**src/logic/self_test_params.svh**
```systemverilog
`ifndef SELF_TEST_PARAMS_SVH
`define SELF_TEST_PARAMS_SVH

// register map of the plain software port (byte offsets)
`define ST_ADDR_CONTROL 8'h00
`define ST_ADDR_STATUS 8'h04
`define ST_ADDR_RESULT 8'h08
`define ST_ADDR_CONFIG 8'h0C

// control register fields
`define ST_SELECT_MSB 3
`define ST_LOCK_BIT 4

// status register fields
`define ST_RUNNING_BIT 0
`define ST_FAIL_BIT 1
`define ST_UV_BIT 2

// config register fields
`define ST_POLARITY_BIT 0
`define ST_EVENT_BIT 1

// test codes
`define ST_CODE_NONE 4'h0
`define ST_CODE_CM_DEFAULT 4'h8
`define ST_CODE_DIG_1 4'hC
`define ST_CODE_DIG_2 4'hD
`define ST_CODE_DIG_3 4'hE
`define ST_CODE_DIG_4 4'hF
`define ST_CODE_FIX_0 4'h4
`define ST_CODE_FIX_1 4'h5
`define ST_CODE_FIX_2 4'h6
`define ST_CODE_FIX_3 4'h7

// upper two select bits give the class of a test code
`define ST_CLASS_LSB 2
`define ST_CLASS_DIGITAL 2'b11
`define ST_CLASS_FIXED 2'b01

// forced result words
`define ST_DIGITAL_1 16'h8171
`define ST_DIGITAL_2 16'h6C95
`define ST_DIGITAL_3 16'h807A
`define ST_DIGITAL_4 16'h78AC
`define ST_FIXED_0 16'h0000
`define ST_FIXED_1 16'hAAAA
`define ST_FIXED_2 16'h5555
`define ST_FIXED_3 16'hFFFF

// timing
`define ST_CLOCK_HZ 10000000
`define ST_MOD_RATE_HZ 1000000
`define ST_MOD_DIV (`ST_CLOCK_HZ / `ST_MOD_RATE_HZ)
`define ST_REPEAT_US 1000
`define ST_REPEAT_CYCLES ((`ST_REPEAT_US * (`ST_CLOCK_HZ / 1000000)))

`endif

```
**src/logic/self_test_pkg.sv**
```systemverilog
package self_test_pkg;
   typedef enum logic [1:0] {
      MODE_NONE = 2'b00,
      MODE_CM = 2'b01,
      MODE_DIGITAL = 2'b10,
      MODE_FIXED = 2'b11
   } test_mode_t;

   typedef enum logic [1:0] {
      CM_IDLE = 2'b00,
      CM_RUN = 2'b01,
      CM_FINAL = 2'b10
   } cm_state_t;
endpackage

```
**src/logic/sample_tick.sv**
```systemverilog
`timescale 1ns/1ps
`include "self_test_params.svh"

// divides the system clock down to the modulator sample rate
module sample_tick #(
   parameter int DIV = `ST_MOD_DIV
) (
   input wire logic clock_in,
   input wire logic reset_n_in,
   output logic tick_out
);
   logic [15:0] count;

   always_ff @(posedge clock_in or negedge reset_n_in) begin
      if (!reset_n_in) begin
         count <= 16'h0000;
      end else if (count == 16'(DIV - 1)) begin
         count <= 16'h0000;
      end else begin
         count <= count + 16'h0001;
      end
   end

   assign tick_out = (count == 16'(DIV - 1));
endmodule

```
**src/logic/self_test_control.sv**
```systemverilog
`timescale 1ns/1ps
`include "self_test_params.svh"

module self_test_control #(
   parameter logic [3:0] CM_CODE = `ST_CODE_CM_DEFAULT,
   parameter int REPEAT_CYCLES = `ST_REPEAT_CYCLES,
   parameter int MOD_DIV = `ST_MOD_DIV
) (
   input wire logic clock_in,
   input wire logic reset_n_in,
   input wire logic [7:0] address_in,
   input wire logic [31:0] write_data_in,
   input wire logic write_in,
   input wire logic read_in,
   output logic [31:0] read_data_out,
   input wire logic [15:0] dsp_word_in,
   input wire logic dsp_valid_in,
   input wire logic cm_over_limit_in,
   input wire logic cm_done_in,
   input wire logic undervoltage_in,
   input wire logic select_low_in,
   input wire logic modulator_bit_in,
   output logic cm_start_out,
   output logic sample_tick_out,
   output logic sample_bit_out,
   output logic serial_select_out,
   output logic serial_abort_out,
   output logic [3:0] test_select_out,
   output logic [15:0] sensor_result_word_out,
   output logic test_running_flag_out,
   output logic test_fail_flag_out,
   output logic event_output_out
);
   self_test_pkg::test_mode_t mode;
   self_test_pkg::cm_state_t cm_state;
   logic [3:0] test_select;
   logic init_done_lock;
   logic test_running_flag;
   logic test_fail_flag;
   logic polarity_high;
   logic event_request;
   logic [31:0] repeat_count;
   logic [15:0] forced_word;
   logic tick;
   logic cm_selected;
   logic [31:0] next_read_data;

   function automatic self_test_pkg::test_mode_t decode_mode(input logic [3:0] code);
      if (code == CM_CODE) begin
         decode_mode = self_test_pkg::MODE_CM;
      end else if (code[`ST_SELECT_MSB:`ST_CLASS_LSB] == `ST_CLASS_DIGITAL) begin
         decode_mode = self_test_pkg::MODE_DIGITAL;
      end else if (code[`ST_SELECT_MSB:`ST_CLASS_LSB] == `ST_CLASS_FIXED) begin
         decode_mode = self_test_pkg::MODE_FIXED;
      end else begin
         decode_mode = self_test_pkg::MODE_NONE;
      end
   endfunction

   ////////////////////////////////////////////////////////////////////////
   // sample rate

   sample_tick #(
      .DIV(MOD_DIV)
   ) u_tick (
      .clock_in(clock_in),
      .reset_n_in(reset_n_in),
      .tick_out(tick)
   );

   always_ff @(posedge clock_in or negedge reset_n_in) begin
      if (!reset_n_in) begin
         sample_bit_out <= 1'b0;
      end else if (tick) begin
         sample_bit_out <= modulator_bit_in;
      end
   end

   assign sample_tick_out = tick;

   ////////////////////////////////////////////////////////////////////////
   // serial port select and undervoltage

   assign serial_select_out = !select_low_in && !undervoltage_in;
   assign serial_abort_out = undervoltage_in;

   ////////////////////////////////////////////////////////////////////////
   // control registers

   always_ff @(posedge clock_in or negedge reset_n_in) begin
      if (!reset_n_in) begin
         test_select <= `ST_CODE_NONE;
         init_done_lock <= 1'b0;
      end else if (init_done_lock) begin
         test_select <= `ST_CODE_NONE;
      end else if (write_in && !undervoltage_in && address_in == `ST_ADDR_CONTROL) begin
         init_done_lock <= write_data_in[`ST_LOCK_BIT];
         test_select <= write_data_in[`ST_LOCK_BIT] ? `ST_CODE_NONE : write_data_in[`ST_SELECT_MSB:0];
      end
   end

   always_ff @(posedge clock_in or negedge reset_n_in) begin
      if (!reset_n_in) begin
         polarity_high <= 1'b0;
         event_request <= 1'b0;
      end else if (write_in && !undervoltage_in && address_in == `ST_ADDR_CONFIG) begin
         polarity_high <= write_data_in[`ST_POLARITY_BIT];
         event_request <= write_data_in[`ST_EVENT_BIT];
      end
   end

   always_ff @(posedge clock_in or negedge reset_n_in) begin
      if (!reset_n_in) begin
         event_output_out <= 1'b1;
      end else begin
         event_output_out <= event_request ~^ polarity_high;
      end
   end

   assign mode = decode_mode(test_select);
   assign cm_selected = (mode == self_test_pkg::MODE_CM);

   ////////////////////////////////////////////////////////////////////////
   // common-mode test sequencing

   always_ff @(posedge clock_in or negedge reset_n_in) begin
      if (!reset_n_in) begin
         repeat_count <= 32'h00000000;
      end else if (cm_state == self_test_pkg::CM_IDLE || repeat_count == 32'(REPEAT_CYCLES - 1)) begin
         repeat_count <= 32'h00000000;
      end else begin
         repeat_count <= repeat_count + 32'h00000001;
      end
   end

   // start pulse at selection and each period
   assign cm_start_out = (cm_state == self_test_pkg::CM_IDLE && cm_selected) ||
                         (cm_state == self_test_pkg::CM_RUN && cm_selected &&
                          repeat_count == 32'(REPEAT_CYCLES - 1));

   // final result within one period of deselect
   always_ff @(posedge clock_in or negedge reset_n_in) begin
      if (!reset_n_in) begin
         cm_state <= self_test_pkg::CM_IDLE;
      end else begin
         case (cm_state)
            self_test_pkg::CM_IDLE: begin
               if (cm_selected) begin
                  cm_state <= self_test_pkg::CM_RUN;
               end
            end
            self_test_pkg::CM_RUN: begin
               if (!cm_selected) begin
                  cm_state <= self_test_pkg::CM_FINAL;
               end
            end
            self_test_pkg::CM_FINAL: begin
               if (cm_done_in || repeat_count == 32'(REPEAT_CYCLES - 1)) begin
                  cm_state <= self_test_pkg::CM_IDLE;
               end
            end
            default: begin
               cm_state <= self_test_pkg::CM_IDLE;
            end
         endcase
      end
   end

   always_ff @(posedge clock_in or negedge reset_n_in) begin
      if (!reset_n_in) begin
         test_fail_flag <= 1'b0;
      end else if (cm_state != self_test_pkg::CM_IDLE && cm_done_in && cm_over_limit_in) begin
         test_fail_flag <= 1'b1;
      end else if (cm_state == self_test_pkg::CM_IDLE && cm_selected) begin
         test_fail_flag <= 1'b0;
      end
   end

   always_ff @(posedge clock_in or negedge reset_n_in) begin
      if (!reset_n_in) begin
         test_running_flag <= 1'b0;
      end else begin
         test_running_flag <= (mode != self_test_pkg::MODE_NONE) ||
                              (cm_state == self_test_pkg::CM_RUN) ||
                              (cm_state == self_test_pkg::CM_FINAL && !cm_done_in &&
                               repeat_count != 32'(REPEAT_CYCLES - 1));
      end
   end

   ////////////////////////////////////////////////////////////////////////
   // result word

   always_comb begin
      case (test_select)
         `ST_CODE_DIG_1: forced_word = `ST_DIGITAL_1;
         `ST_CODE_DIG_2: forced_word = `ST_DIGITAL_2;
         `ST_CODE_DIG_3: forced_word = `ST_DIGITAL_3;
         `ST_CODE_DIG_4: forced_word = `ST_DIGITAL_4;
         `ST_CODE_FIX_0: forced_word = `ST_FIXED_0;
         `ST_CODE_FIX_1: forced_word = `ST_FIXED_1;
         `ST_CODE_FIX_2: forced_word = `ST_FIXED_2;
         `ST_CODE_FIX_3: forced_word = `ST_FIXED_3;
         default: forced_word = `ST_FIXED_0;
      endcase
   end

   // normal updates return on next sample
   always_ff @(posedge clock_in or negedge reset_n_in) begin
      if (!reset_n_in) begin
         sensor_result_word_out <= 16'h0000;
      end else if (mode == self_test_pkg::MODE_FIXED) begin
         sensor_result_word_out <= forced_word;
      end else if (mode == self_test_pkg::MODE_DIGITAL) begin
         if (dsp_valid_in) begin
            sensor_result_word_out <= forced_word;
         end
      end else if (dsp_valid_in) begin
         sensor_result_word_out <= dsp_word_in;
      end
   end

   ////////////////////////////////////////////////////////////////////////
   // register read port

   always_comb begin
      next_read_data = 32'h00000000;
      case (address_in)
         `ST_ADDR_CONTROL: begin
            next_read_data[`ST_SELECT_MSB:0] = test_select;
            next_read_data[`ST_LOCK_BIT] = init_done_lock;
         end
         `ST_ADDR_STATUS: begin
            next_read_data[`ST_RUNNING_BIT] = test_running_flag;
            next_read_data[`ST_FAIL_BIT] = test_fail_flag;
            next_read_data[`ST_UV_BIT] = undervoltage_in;
         end
         `ST_ADDR_RESULT: next_read_data[15:0] = sensor_result_word_out;
         `ST_ADDR_CONFIG: begin
            next_read_data[`ST_POLARITY_BIT] = polarity_high;
            next_read_data[`ST_EVENT_BIT] = event_request;
         end
         default: next_read_data = 32'h00000000;
      endcase
   end

   always_ff @(posedge clock_in or negedge reset_n_in) begin
      if (!reset_n_in) begin
         read_data_out <= 32'h00000000;
      end else if (read_in && !undervoltage_in) begin
         read_data_out <= next_read_data;
      end else begin
         read_data_out <= 32'h00000000;
      end
   end

   assign test_select_out = test_select;
   assign test_running_flag_out = test_running_flag;
   assign test_fail_flag_out = test_fail_flag;

   ////////////////////////////////////////////////////////////////////////
   // checks

   chk_lock_clears_select: assert property (@(posedge clock_in) disable iff (!reset_n_in)
      init_done_lock |=> test_select == `ST_CODE_NONE) else $error("select not cleared under lock");
   chk_lock_sticks: assert property (@(posedge clock_in) disable iff (!reset_n_in)
      init_done_lock |=> init_done_lock) else $error("lock released without reset");
   chk_cm_start_state: assert property (@(posedge clock_in) disable iff (!reset_n_in)
      (cm_state == self_test_pkg::CM_IDLE && cm_selected) |=> test_running_flag && !test_fail_flag)
      else $error("cm start flags wrong");
   chk_fail_on_limit: assert property (@(posedge clock_in) disable iff (!reset_n_in)
      (cm_state != self_test_pkg::CM_IDLE && cm_done_in && cm_over_limit_in) |=> test_fail_flag)
      else $error("fail flag missed");
   chk_final_bounded: assert property (@(posedge clock_in) disable iff (!reset_n_in)
      repeat_count <= 32'(REPEAT_CYCLES - 1)) else $error("repeat timer overran period");
   chk_running_final: assert property (@(posedge clock_in) disable iff (!reset_n_in)
      (cm_state == self_test_pkg::CM_FINAL) |-> test_running_flag)
      else $error("running dropped before final result");
   chk_digital_word: assert property (@(posedge clock_in) disable iff (!reset_n_in)
      (test_select == `ST_CODE_DIG_1 && dsp_valid_in) |=> sensor_result_word_out == `ST_DIGITAL_1)
      else $error("digital word wrong");
   chk_fixed_word: assert property (@(posedge clock_in) disable iff (!reset_n_in)
      (test_select == `ST_CODE_FIX_1 && $stable(test_select)) |=> sensor_result_word_out == `ST_FIXED_1)
      else $error("fixed word wrong");
   chk_tick_rate: assert property (@(posedge clock_in) disable iff (!reset_n_in)
      tick |=> !tick [*2]) else $error("sample ticks too close");
endmodule

```
**config.mk**
```make
export PLATFORM = sky130hd
export DESIGN_NAME = self_test_control
export DESIGN_NICKNAME = d
export VERILOG_FILES = /design/src/logic/self_test_pkg.sv /design/src/logic/sample_tick.sv /design/src/logic/self_test_control.sv
export VERILOG_INCLUDE_DIRS = /design/src /design/src/logic
export SDC_FILE = /design/constraint.sdc
export NUM_CORES = 1
export LEC_CHECK = 0
export BUFFER_PORTS_ARGS = -buffer_cell sky130_fd_sc_hd__buf_4
export CORE_ASPECT_RATIO = 1.1
export CORE_MARGIN = 2
export CORE_UTILIZATION = 45
export DETAILED_ROUTE_END_ITERATION = 8
export GPL_TIMING_DRIVEN = 0
export PLACE_DENSITY = 0.76
export SLEW_MARGIN = 10
export SYNTH_ARGS = -nofsm -noshare
export SYNTH_HDL_FRONTEND = slang
export SYNTH_SLANG_ARGS = --single-unit
```
**constraint.sdc**
```tcl
create_clock -name clock_in -period 5.2 [get_ports clock_in]
set_input_delay 1.04 -clock clock_in [delete_from_list [all_inputs] [get_ports clock_in]]
set_output_delay 1.04 -clock clock_in [all_outputs]
set_load 0.01 [all_outputs]
```
==> metrics.cfg <==
[status]
status = finished, final reports clean

[clocking]
cts_tree = built
clkLatencyLatePin_ns = 0.34
hold_buffers = 0
post_cts_buffers = 0
cts.sinks = 93
cts-resized-gates = 0
cts_buffers = 9
htree_num_levels = 3
path_clk_slew_ns = 0.06
cts-root-buf = clkbuf_16
cts_buffer_depth = 2

[placed_design]
portBuffers = 81
dp_hpwl_microns = 7809
pre_cts_ws_ns = 2.391
gp_congestion = 0.8335

[final_layout]
final_util = 0.5685
area_growth_pct = 23.72
drive_gt1_frac = 0.2573
antennaDiodeCount = 0
fin_nets = 643
n_fill_cell = 891

[yosys]
synthCells = 467
ys_seq_area_frac = 0.4922
synth-seq-cells = 93
synth_area_sq_um = 4731
synth-async-reset-ratio = 1.000
yosys.area.top_type = dfrtp_1
synth_top_area_frac = 0.4866
ys_top_cells_by_area = dfrtp_1, nor2_1, a21oi_1
synth.most_common_cell = dfrtp_1
avgSynthCellArea_sq_um = 10.13
synth_warnings = 0
synth_cell_types = 59
synth_edf_count = 0
synthTopCellsByCount = dfrtp_1, nor2_1, nand2_1
synth-main-ff-cell = dfrtp_1

[worst_setup_path]
r2r_slack_ns = 3.23
crit_type = reg2out
critical_path.top_delay_family = simple AND/OR/NAND/NOR gates
path_max_fanout = 6
crit_buf_inv = 1
critPathLaunchType = register
critPathSlowestCell = o31ai_4
end_kind = output port
cp.required_ns = 4.16
arrival_ns = 2.19
slowest_delay_ns = 0.44
crit_chain = nor4bb_1 -> nand4_1 -> o31ai_4 -> and2_1 -> buf_4

[timing]
setup_viol = 0
relSlewSlack = 0.4470
fmax_ghz = 0.3098
rsz0062_at_grt = false
finalSetupTns_ns = 0
fin_ws_ns = 1.972
min_period_ns = 3.228
hold_viol = 0
post-route-period-util = 0.6208
tightest_slew_ns = 0.8295
fin_skew_ns = 0.01034
slew_violations = 0

[floorplanning]
die-area_sq_um = 11350
die_h_microns = 111.5
io_pins = 126
row_count = 39
initial_utilization = 0.4595
coreArea_sq_um = 10300
fp.dieW_microns = 101.8

[route]
wire_per_inst_microns = 14.93
drt-vias-per-instance = 5.352
wl_microns = 10780
first_iter_violations = 234
ant_nets = 0
dr.pass1.iters = 4
drc = 0
via_count = 3864

[global_route]
grt_first_pass_wirelength_microns = 17730
gr-total-overflow = 0
antenna_found_initial = 0
grt_max_degree = 94
grt_pass1_vias = 3767
grt.total_usage = 0.1963

[hold_path]
min_path_type = reg2reg

[power_and_ir_drop]
power_density_nw_per_um2 = 256.5
p_leak_nw = 2.606
vdd_drop_max_v = 0.0001344

[run]
cap_violations = 0

==> placed cells by master, fill, tap and decap left out, types with 10 or more instances in the layout <==
cell / netlist / layout
xnor2_1: 15 / 15
dfrtp_1: 92 / 92
o21ai_0: 22 / 22
and2_1: 13 / 13
nand3_1: 23 / 23
conb_1: 1 / 16
a21oi_1: 27 / 27
nor2_1: 44 / 44
nand4_1: 18 / 18
buf_4: 17 / 97
xor2_1: 13 / 13
clkbuf_1: 13 / 14
o31ai_1: 10 / 10
nand2_1: 31 / 31
==> flip-flops by register name (all words and copies together) (netlist names) <==
name                    flops
event_request               1
init_done_lock              1
cm_state                    2
polarity_high               1
event_output_out            1
read_data_out              16
repeat_count               32
sample_bit_out              1
sensor_result_word_out     16
u_tick.count               16
test_fail_flag_out          1
test_running_flag_out       1
test_select_out             4
==> power by group <==
group          leakage [nW]  internal (mW)  switching, mW
logic                  1.23         0.0665         0.0657
clock network         0.129          0.328          0.287
registers              1.24          0.740         0.0150
total                  2.61           1.13          0.367
==> cell type report <==
cell class              count  area, sq um  area share
multi-input cells         343         2170      0.3707
flip-flops and latches     93         2328      0.3978
clock inverters             6        46.29    0.007909
plain buffers              40        266.5     0.04553
clock buffers              10        229.0     0.03912
inverters                   6        22.52    0.003848
well taps                 143        178.9     0.03057
repair buffers             81        611.8      0.1045
==> routing by layer <==
layer  vias up  global-route usage  wire (microns)  part of all wire
li1       1866                   -               -                 -
met1      1908              0.2454            4485              0.42
met2        76              0.3298            5704              0.53
met3        14             0.03892             392             0.036
met4         0             0.07928             195             0.018
met5         -                   0               0                 0
==> path summary, 6_finish.rpt <==
kind / from / end / depth (start not counted)
setup / recovery: repeat_count[12]$_DFF_PN0_ / cm_start_out / 5
hold / removal: event_request$_DFFE_PN0P_ / event_output_out$_DFF_PN1_ / 1
setup reg to reg: repeat_count[12]$_DFF_PN0_ / repeat_count[21]$_DFF_PN0_ / 5
hold reg to reg: event_request$_DFFE_PN0P_ / event_output_out$_DFF_PN1_ / 1
max in group asynchronous: reset_n_in / u_tick.count[4]$_DFF_PN0_ / 1
min in group asynchronous: reset_n_in / read_data_out[6]$_DFF_PN0_ / 1
==> per-stage QoR <==
stage               instance area [sq um]  total power, mW  std cells  hold WS (ns)
floorplan                            4787           0.8242        482        0.4146
global placement                     5574           0.8977        706        0.4641
detailed placement                   5574           0.9010        706        0.4689
CTS                                  5849            1.515        722        0.4887
global route                         5853            1.561        722        0.5040
finish                               5853            1.501        722        0.4791
==> logic make-up (layout without fill, tap and decap cells) <==
family / count (synthesis) / after routing / share of synthesized area
simple gates: 205 / 205 / 0.2499
mux: 11 / 11 / 0.02989
buf+inv: 46 / 143 / 0.06109
xor+xnor: 28 / 28 / 0.05184
flops: 93 / 93 / 0.4922
compound gates: 80 / 80 / 0.1063
fa+ha+maj: 3 / 3 / 0.007935
other cells: 1 / 16 / 0.0007927
(Power assumes the default switching activity.)
